$ cat src/hw/amp_pkg.sv
package amp_pkg;
  // ****************************************
  // bus geometry
  // ****************************************
  localparam int AMP_DATA_W = 32;          // dword data path
  localparam int AMP_LANES = 4;            // byte lanes per dword
  localparam int AMP_ADDR_W = 5;           // dword address, byte bits [1:0] dropped
  // ****************************************
  // register byte offsets
  // ****************************************
  localparam logic [6:0] AMP_OFF_INBOX = 7'h0C;   // incoming mailbox
  localparam logic [6:0] AMP_OFF_OUTBOX = 7'h1C;  // outgoing mailbox
  localparam logic [6:0] AMP_OFF_PTADDR = 7'h28;  // pass-thru cycle address
  localparam logic [6:0] AMP_OFF_PTDATA = 7'h2C;  // pass-thru cycle data
  // ****************************************
  // field layout and steps
  // ****************************************
  localparam int AMP_IN_FLAG_LSB = 12;     // incoming full flags 15:12
  localparam int AMP_OUT_FLAG_LSB = 28;    // outgoing full flags 31:28
  localparam int AMP_EXT_BYTE = 3;         // byte reachable from external port
  localparam logic [31:0] AMP_ADDR_STEP = 32'h0000_0004; // one dword beat
  localparam logic [31:0] AMP_ZERO = 32'h0000_0000;      // unmapped reads
endpackage : amp_pkg

$ cat src/hw/amp_port.sv
// add-on register port: mailboxes and pass-thru registers
module amp_port
  import amp_pkg::*;
(
  input wire logic mclk,
  input wire logic rst,
  // add-on strobed register port
  input wire logic sel_n,
  input wire logic rd_n,
  input wire logic wr_n,
  input wire logic [3:0] local_byte_lanes_n,
  input wire logic [AMP_ADDR_W-1:0] addr,
  input wire logic [31:0] dq_i,
  output logic [31:0] dq_o,
  output logic dq_oe_n,
  // pci side mailbox traffic
  input wire logic pci_in_wr,
  input wire logic [3:0] pci_in_lanes,
  input wire logic [31:0] pci_in_data,
  input wire logic pci_out_rd,
  input wire logic [3:0] pci_out_lanes,
  output logic [31:0] pci_out_data,
  input wire logic pci_irq_rd_en,
  input wire logic pci_irq_wr_en,
  output logic pci_irq_rd,
  output logic pci_irq_wr,
  output logic [31:0] mailbox_fill_status,
  // external mailbox port
  input wire logic ext_mbox_load,
  input wire logic [7:0] ext_mbox_byte,
  // pass-thru cycle side
  input wire logic passive_mode,
  input wire logic pt_claim,
  input wire logic [31:0] pt_addr,
  input wire logic pt_wr_valid,
  input wire logic [31:0] pt_wr_data,
  output logic pt_wr_ready,
  output logic pt_rd_valid,
  output logic [31:0] pt_rd_data,
  input wire logic pt_rd_ready
);
  // ****************************************
  // access decode
  // ****************************************
  wire [6:0] byte_addr = {addr, 2'b00};          // dword address as byte offset
  wire [3:0] lanes = ~local_byte_lanes_n;        // active-high lanes
  wire rd_act = ~sel_n & ~rd_n;                  // read strobe held
  wire wr_act = ~sel_n & ~wr_n;                  // write strobe held
  logic rd_q;                                    // read seen last cycle
  logic wr_q;                                    // write seen last cycle
  wire rd_start = rd_act & ~rd_q;                // side effects once per access
  wire wr_start = wr_act & ~wr_q;
  wire hit_in = (byte_addr == AMP_OFF_INBOX);
  wire hit_out = (byte_addr == AMP_OFF_OUTBOX);
  wire hit_pa = (byte_addr == AMP_OFF_PTADDR);
  wire hit_pd = (byte_addr == AMP_OFF_PTDATA);
  wire in_rd = rd_start & hit_in;
  wire out_wr = wr_start & hit_out;
  wire out_rd = rd_start & hit_out;
  wire pd_rd = rd_start & hit_pd;
  wire pd_wr = wr_start & hit_pd;

  // ****************************************
  // storage
  // ****************************************
  logic [31:0] inbox_q;    // pci to add-on words
  logic [31:0] outbox_q;   // add-on to pci words
  logic [3:0] in_full_q;   // inbox byte full flags
  logic [3:0] out_full_q;  // outbox byte full flags
  logic [31:0] ptaddr_q;   // current pass-thru beat address
  logic [31:0] ptrd_q;     // data written for a pci read
  logic ptrd_v_q;          // that data not yet taken
  logic [31:0] rdata_q;    // read data held on the pins
  logic irq_rd_q;          // inbox read interrupt pulse
  logic irq_wr_q;          // outbox write interrupt pulse
  logic buf_valid;         // pci write word waiting
  logic buf_ready;         // buffer has room
  logic [31:0] buf_data;   // head pci write word

  // strobe history for once-per-access effects
  always_ff @(posedge mclk or posedge rst) begin
    if (rst) begin
      rd_q <= 1'b0;
      wr_q <= 1'b0;
    end else begin
      rd_q <= rd_act;
      wr_q <= wr_act;
    end
  end

  // ****************************************
  // mailboxes
  // ****************************************
  // no reset on contents: they are undefined until written
  // add-on writes to the inbox are dropped, it is read only here
  always_ff @(posedge mclk) begin
    for (int i = 0; i < AMP_LANES; i++) begin
      if (pci_in_wr & pci_in_lanes[i]) begin
        inbox_q[i*8 +: 8] <= pci_in_data[i*8 +: 8];
      end
      if (out_wr & lanes[i]) begin
        outbox_q[i*8 +: 8] <= dq_i[i*8 +: 8]; // any width write
      end
    end
    // external port overrides a same-cycle add-on write to the top byte
    if (ext_mbox_load) begin
      outbox_q[AMP_EXT_BYTE*8 +: 8] <= ext_mbox_byte;
    end
  end

  // full flags: set wins over a same-cycle clear
  wire [3:0] in_set = pci_in_wr ? pci_in_lanes : 4'h0;
  wire [3:0] in_clr = in_rd ? lanes : 4'h0;
  // the external port only ever reaches the top byte, so only its flag can set here
  wire [3:0] ext_set = ext_mbox_load ? 4'(1 << AMP_EXT_BYTE) : 4'h0;
  wire [3:0] out_set = (out_wr ? lanes : 4'h0) | ext_set;
  wire [3:0] out_clr = pci_out_rd ? pci_out_lanes : 4'h0;
  always_ff @(posedge mclk or posedge rst) begin
    if (rst) begin
      in_full_q <= 4'h0;
      out_full_q <= 4'h0;
    end else begin
      in_full_q <= (in_full_q & ~in_clr) | in_set;
      out_full_q <= (out_full_q & ~out_clr) | out_set; // add-on outbox reads never clear
    end
  end

  // pci interrupt pulses, only on enabled events
  always_ff @(posedge mclk or posedge rst) begin
    if (rst) begin
      irq_rd_q <= 1'b0;
      irq_wr_q <= 1'b0;
    end else begin
      irq_rd_q <= in_rd & pci_irq_rd_en;
      irq_wr_q <= out_wr & pci_irq_wr_en;
    end
  end

  assign pci_irq_rd = irq_rd_q;
  assign pci_irq_wr = irq_wr_q;
  assign pci_out_data = outbox_q;
  always_comb begin
    mailbox_fill_status = AMP_ZERO;
    mailbox_fill_status[AMP_IN_FLAG_LSB +: 4] = in_full_q;
    mailbox_fill_status[AMP_OUT_FLAG_LSB +: 4] = out_full_q;
  end

  // ****************************************
  // pass-thru
  // ****************************************
  // pci write words wait here; an add-on read of the data register pops
  amp_skid2 #(.W(AMP_DATA_W)) u_wbuf (
    .mclk(mclk),
    .rst(rst),
    .in_valid(pt_wr_valid),
    .in_data(pt_wr_data),
    .in_ready(buf_ready),
    .out_valid(buf_valid),
    .out_data(buf_data),
    .out_ready(pd_rd)
  );

  // passive mode keeps one word outstanding so pci sees waits
  assign pt_wr_ready = buf_ready & ~(passive_mode & buf_valid);

  wire beat_wr = pd_rd & buf_valid;  // pci write beat handed over
  wire beat_rd = pt_rd_valid & pt_rd_ready; // pci read beat taken

  // address: captured on claim, then one dword per beat
  always_ff @(posedge mclk) begin
    if (pt_claim) begin
      ptaddr_q <= pt_addr;
    end else if (beat_wr | beat_rd) begin
      ptaddr_q <= ptaddr_q + AMP_ADDR_STEP;
    end
  end

  // read-direction data written by the add-on
  always_ff @(posedge mclk) begin
    if (pd_wr) begin
      ptrd_q <= dq_i;
    end
  end

  // pci read held in wait until the add-on supplies the word
  always_ff @(posedge mclk or posedge rst) begin
    if (rst) begin
      ptrd_v_q <= 1'b0;
    end else if (pd_wr) begin
      ptrd_v_q <= 1'b1;
    end else if (pt_rd_ready) begin
      ptrd_v_q <= 1'b0;
    end
  end

  assign pt_rd_valid = ptrd_v_q;
  assign pt_rd_data = ptrd_q;

  // ****************************************
  // read path
  // ****************************************
  // data register shows pending pci write data, else the add-on's last word
  wire [31:0] pd_view = buf_valid ? buf_data : ptrd_q;
  wire [31:0] rd_mux = hit_in ? inbox_q :
                       hit_out ? outbox_q :
                       hit_pa ? ptaddr_q :
                       hit_pd ? pd_view : AMP_ZERO; // unmapped reads zero

  // whole dword captured, the add-on picks its lanes
  always_ff @(posedge mclk or posedge rst) begin
    if (rst) begin
      rdata_q <= AMP_ZERO;
    end else if (rd_start) begin
      rdata_q <= rd_mux;
    end
  end

  assign dq_o = rdata_q;
  assign dq_oe_n = ~(rd_act & rd_q); // drive from second read cycle on

  // ****************************************
  // checks
  // ****************************************
  // an enabled inbox read must reach the host as one pulse
  in_rd_irq_a: assert property (@(posedge mclk) disable iff (rst)
    in_rd & pci_irq_rd_en |=> pci_irq_rd) else $error("inbox read irq missing");
  // no pulse without an enabled inbox read
  no_rd_irq_a: assert property (@(posedge mclk) disable iff (rst)
    !(in_rd & pci_irq_rd_en) |=> !pci_irq_rd) else $error("spurious inbox irq");
  // outbox write pulses exactly when the host enabled it
  out_wr_irq_a: assert property (@(posedge mclk) disable iff (rst)
    out_wr |=> pci_irq_wr == $past(pci_irq_wr_en)) else $error("outbox write irq wrong");
  // external load lands in the top byte and marks it full
  ext_load_a: assert property (@(posedge mclk) disable iff (rst)
    ext_mbox_load |=> pci_out_data[AMP_EXT_BYTE*8 +: 8] == $past(ext_mbox_byte)
    && mailbox_fill_status[AMP_OUT_FLAG_LSB + AMP_EXT_BYTE])
    else $error("external byte not loaded");
  // a plain outbox read leaves flags and interrupts alone
  out_rd_quiet_a: assert property (@(posedge mclk) disable iff (rst)
    out_rd & !pci_in_wr & !pci_out_rd & !ext_mbox_load |=> $stable(mailbox_fill_status) && !pci_irq_wr
    && !pci_irq_rd) else $error("outbox read had side effect");
  // add-on writes never reach the inbox
  inbox_ro_a: assert property (@(posedge mclk) disable iff (rst)
    wr_start & hit_in & !pci_in_wr |=> $stable(inbox_q)) else $error("inbox written by add-on");
  // a claim loads the cycle address
  claim_cap_a: assert property (@(posedge mclk) disable iff (rst)
    pt_claim |=> ptaddr_q == $past(pt_addr)) else $error("claim address not captured");
  // each completed beat moves on by one dword
  addr_step_a: assert property (@(posedge mclk) disable iff (rst)
    (beat_wr | beat_rd) & !pt_claim |=> ptaddr_q == $past(ptaddr_q) + AMP_ADDR_STEP)
    else $error("address step wrong");
  // a waiting word in passive mode holds the host off
  passive_wait_a: assert property (@(posedge mclk) disable iff (rst)
    passive_mode & buf_valid |-> !pt_wr_ready) else $error("passive write not stalled");
  // in passive mode an accepted word blocks the next one
  passive_hold_a: assert property (@(posedge mclk) disable iff (rst)
    passive_mode & pt_wr_valid & pt_wr_ready |=> !(passive_mode & pt_wr_ready))
    else $error("passive word not held");
  // add-on data for a host read is offered on the next edge
  pd_write_a: assert property (@(posedge mclk) disable iff (rst)
    pd_wr |=> pt_rd_valid && pt_rd_data == $past(dq_i)) else $error("read data not offered");
  // a taken read beat withdraws its offer unless new data arrived
  rd_taken_a: assert property (@(posedge mclk) disable iff (rst)
    pt_rd_valid & pt_rd_ready & !pd_wr |=> !pt_rd_valid) else $error("read beat not withdrawn");
  // a host write sets the flags of its lanes
  in_flag_a: assert property (@(posedge mclk) disable iff (rst)
    pci_in_wr |=> (mailbox_fill_status[AMP_IN_FLAG_LSB +: 4] & $past(pci_in_lanes)) == $past(pci_in_lanes))
    else $error("inbox flag not set");
  // an add-on write sets the outbox flags of its lanes
  out_flag_a: assert property (@(posedge mclk) disable iff (rst)
    out_wr |=> (mailbox_fill_status[AMP_OUT_FLAG_LSB +: 4] & $past(lanes)) == $past(lanes))
    else $error("outbox flag not set");
  // an inbox read empties its lanes when the host is not refilling them
  in_clear_a: assert property (@(posedge mclk) disable iff (rst)
    in_rd & !pci_in_wr |=> (mailbox_fill_status[AMP_IN_FLAG_LSB +: 4] & $past(lanes)) == 4'h0)
    else $error("inbox flag not cleared");
  // inbox read hands back the whole dword one edge later
  in_rd_data_a: assert property (@(posedge mclk) disable iff (rst)
    in_rd |=> dq_o == $past(inbox_q)) else $error("inbox read data wrong");
  // outbox readback shows what the host side sees
  out_rd_data_a: assert property (@(posedge mclk) disable iff (rst)
    out_rd |=> dq_o == $past(pci_out_data)) else $error("outbox read data wrong");
  // address register reads back the current beat address
  pa_rd_data_a: assert property (@(posedge mclk) disable iff (rst)
    rd_start & hit_pa |=> dq_o == $past(ptaddr_q)) else $error("address read wrong");
  // a write beat handed over is the buffered head word
  pd_rd_data_a: assert property (@(posedge mclk) disable iff (rst)
    beat_wr |=> dq_o == $past(buf_data)) else $error("write beat data wrong");
  // read data stands on the pins until the next read starts
  rdata_hold_a: assert property (@(posedge mclk) disable iff (rst)
    !rd_start |=> $stable(dq_o)) else $error("read data moved");
endmodule : amp_port

$ cat src/hw/amp_skid2.sv
// two-entry buffer, valid/ready on both sides
module amp_skid2 #(
  parameter int W = 32
) (
  input wire logic mclk,
  input wire logic rst,
  input wire logic in_valid,
  input wire logic [W-1:0] in_data,
  output logic in_ready,
  output logic out_valid,
  output logic [W-1:0] out_data,
  input wire logic out_ready
);
  // ****************************************
  // storage
  // ****************************************
  logic [W-1:0] slot0_q; // head entry
  logic [W-1:0] slot1_q; // second entry
  logic [1:0] cnt_q;     // occupancy 0..2
  wire push = in_valid & in_ready;
  wire pop = out_valid & out_ready;

  assign in_ready = (cnt_q != 2'h2);
  assign out_valid = (cnt_q != 2'h0);
  assign out_data = slot0_q;

  // occupancy; honest full so the source really stalls
  always_ff @(posedge mclk or posedge rst) begin
    if (rst) begin
      cnt_q <= 2'h0;
    end else if (push & ~pop) begin
      cnt_q <= cnt_q + 2'h1;
    end else if (pop & ~push) begin
      cnt_q <= cnt_q - 2'h1;
    end
  end

  // data slots carry no reset, contents are don't-care until pushed
  always_ff @(posedge mclk) begin
    if (pop) begin
      slot0_q <= (cnt_q == 2'h2) ? slot1_q : in_data;
    end else if (push & (cnt_q == 2'h0)) begin
      slot0_q <= in_data;
    end
    if (push & (cnt_q == 2'h2 || (cnt_q == 2'h1 & ~pop))) begin
      slot1_q <= in_data;
    end
  end
endmodule : amp_skid2

$ cat config.mk
export PLATFORM = sky130hd
export DESIGN_NAME = amp_port
export DESIGN_NICKNAME = d
export VERILOG_FILES = /design/src/hw/amp_pkg.sv /design/src/hw/amp_port.sv /design/src/hw/amp_skid2.sv
export SDC_FILE = /design/constraint.sdc
export NUM_CORES = 1
export LEC_CHECK = 0
export CAP_MARGIN = 20
export CORE_MARGIN = 2
export CORE_UTILIZATION = 40
export CTS_BUF_LIST = sky130_fd_sc_hd__clkbuf_4
export CTS_CLUSTER_DIAMETER = 150
export DETAILED_ROUTE_END_ITERATION = 8
export DONT_BUFFER_PORTS = 1
export HOLD_SLACK_MARGIN = 0.08
export SYNTH_ARGS = -nofsm -noshare
export SYNTH_HDL_FRONTEND = slang
export SYNTH_SLANG_ARGS = --single-unit
$ cat constraint.sdc
create_clock -name mclk -period 4 [get_ports mclk]
set_input_delay 0.6 -clock mclk [delete_from_list [all_inputs] [get_ports mclk]]
set_output_delay 0.6 -clock mclk [all_outputs]
set_load 0.05 [all_outputs]
==> metrics.yaml <==
status:
  status: "complete, no violations"
route:
  drtPass1Iterations: 5
  wl_per_cell_um: 24.0
  drc: 0
  vias: 7265
  drt_iter0_markers: 491
  ant_nets: 0
  wl_um: 32200
  viasPerCell: 5.41
timing:
  finalHoldViolations: 0
  setup_ws_ns: 1.26
  max_slew.worst_pin.slew_ns: 1.07
  rsz0062_at_grt: "false"
  relSlewSlack_pct: 28.7
  tns_ns: 0
  fmax_ghz: 0.364
  fin_crit_sh_pct: 68.6
  finalSetupViolCount: 0
  slew_violations: 0
  finalCriticalPeriod_ns: 2.74
  clock_skew_ns: 0.0404
power:
  combPwrFrac_pct: 13.1
  switching_share_pct: 29.3
  p_leak_nw: 4.86
  power_frac_seq_pct: 49.9
  clockPowerShare_pct: 37.0
  p_int_mw: 4.76
  p_switching_mw: 1.97
  ir_drop_mv: 0.287
  power_density_nw_per_um2: 514
  finalPower_mw: 6.73
grt:
  grt-ovfl-total: 0
  antenna_found_initial: 3
  grt_pass1_wl_um: 46900
  grt_start_max_net_pins: 68
  first_global_vias: 7317
  track_usage_pct: 22.6
cts:
  cts_buffers: 68
  postCtsSetupBuffers: 0
  clk_pin_slew_ns: 0.06
  htreeDepth: 3
  clk_path_buf_depth: 3
  cts.sinks: 239
  cts_root_buf: "clkbuf_4"
  cts_tree: "done"
  worstSkewPairLatency_ns: 0.67
worst_hold_path:
  min_path_type: "input port to register"
place:
  dp_hpwl_um: 21000
  io_buffers: 0
  dp_slack_ns: 1.06
  gp_congestion: 0.809
floorplanning:
  fp.dieW_um: 168
  io_pins: 300
  start_util_pct: 40.3
  design.die.area_um2: 28300
  fp.coreArea_um2: 26700
  num_rows: 60
  die_h_um: 168
synthesis:
  syn_inst: 804
  synth_seq_cells: 239
  synthArstFlopShare_pct: 19.7
  synth_area_um2: 10800
  synth_edf_count: 192
  synthFlopType: "edfxtp_1"
  yosys.cell_types.count: 55
  ys_warn_count: 0
  syn_avg_cell_area_um2: 13.4
  ys_seq_area_share_pct: 64.4
cells_and_area:
  syn_to_final_growth_pct: 21.5
  final_nets: 1116
  drive_gt1_share_pct: 21.2
  fillerInstances: 2363
  layout_commonest_cell: "edfxtp_1"
  final_cell_mix: "192 x edfxtp_1, 112 x dlygate4sd3_1, 106 x clkbuf_4"
worst_setup_path:
  path_max_fanout: 19
  cp.arrival_ns: 3.12
  required_ns: 4.38
  worstSetupStartpointType: "register"
  endpoint_kind: "register"
  crit_type: "register to register"
job:
  max_cap_viol_count: 0
==> worst paths after layout <==
path	from	end	slack [ns]	cells past startpoint
worst max-delay path	u_wbuf.cnt_q[0]$_DFFE_PP0P_	u_wbuf.out_data[31]$_DFFE_PP_	1.26	6
worst min-delay path	local_byte_lanes_n[3]	in_full_q[3]$_DFF_PP0_	0.14	2
worst max register to register	u_wbuf.cnt_q[0]$_DFFE_PP0P_	u_wbuf.out_data[31]$_DFFE_PP_	1.26	6
worst min register to register	u_wbuf.slot1_q[31]$_DFFE_PP_	u_wbuf.out_data[31]$_DFFE_PP_	0.53	1
max in group asynchronous	rst	dq_o[22]$_DFFE_PP0P_	2.85	3
min in group asynchronous	rst	dq_o[29]$_DFFE_PP0P_	0.60	3
==> state kept, by name (all words and copies together), names as in the netlist <==
| signal | count |
|---|---|
| pt_rd_valid | 1 |
| pci_out_data | 32 |
| ptaddr_q | 32 |
| inbox_q | 32 |
| u_wbuf.cnt_q | 2 |
| dq_o | 32 |
| wr_q | 1 |
| pci_irq_wr | 1 |
| out_full_q | 4 |
| u_wbuf.slot1_q | 32 |
| u_wbuf.out_data | 32 |
| in_full_q | 4 |
| rd_q | 1 |
| pt_rd_data | 32 |
| pci_irq_rd | 1 |
==> critical path, stage by stage (launching register included) <==
cell and delay [ns]:
dfrtp_1 0.42, inv_1 0.11, ha_2 0.53, nand4b_2 0.29
or2_2 0.49, buf_12 0.26, mux2_1 0.33
==> power groups by stage <==
stage,sequential (mW),combinational [mW],clock (mW)
2_1_floorplan,3.34,0.653,0
3_3_place_gp,3.41,0.781,0
3_5_place_dp,3.41,0.783,0
4_1_cts,3.36,0.885,2.53
5_1_grt,3.39,0.958,2.68
6_report,3.36,0.878,2.49
==> logic make-up after synthesis <==
logic type,count (synthesis),synth area share [%]
and+or+nand+nor,203,9.38
other,1,0.0348
adders and majority gates,5,0.581
buffers and inverters,84,4.13
muxes,106,11.7
AOI/OAI and AO/OA,153,8.65
xor gates and xnor gates,13,1.06
DFF,239,64.4
==> final cells by class <==
type / count / area (um^2) / area share (%)
Sequential cell: 239 / 6940 / 53.0
Multi-Input combinational cell: 504 / 3510 / 26.8
Timing Repair Buffer: 121 / 1200 / 9.18
Clock buffer: 106 / 796 / 6.08
Tap cell: 341 / 427 / 3.26
Clock inverter: 18 / 169 / 1.29
Inverter: 10 / 37.5 / 0.287
Antenna cell: 4 / 10.0 / 0.0765
==> cells in the mapped netlist (19+ instances only) <==
cell type	count	share of area, %
edfxtp_1	192	54
nor2_1	84	2.9
a21oi_1	67	3.1
dfrtp_1	47	11
mux2_2	41	4.3
nand2_1	35	1.2
clkbuf_1	33	1.1
mux2i_1	33	3.1
a211oi_1	32	2.2
mux2_4	30	4.2
buf_4	24	1.7
o21ai_0	19	0.88
==> layer usage <==
metal	track usage, %	up-vias	routed length [um]
met5	0	-	0
met2	35.2	355	14800
li1	-	3293	-
met4	7.83	0	807
met1	30.0	3548	13800
met3	7.08	69	2760
==> metrics by stage <==
stage / util [%] / cells / area (um^2) / hold slack (ns)
detailed placement: 41.1 / 1102 / 11000 / 0.511
global route: 49.0 / 1341 / 13100 / 0.0808
global placement: 41.1 / 1102 / 11000 / 0.505
floorplan: - / 827 / 10900 / 0.493
CTS: 48.8 / 1337 / 13000 / 0.0804
finish: 49.0 / 1343 / 13100 / 0.140
==> repair_timing <==
action / in CTS / in global routing
hold buffers: 111 / 1
endpoints found under the hold margin: 183 / 1
gates resized for setup: 0 / 0
(Power assumes the default switching activity.)
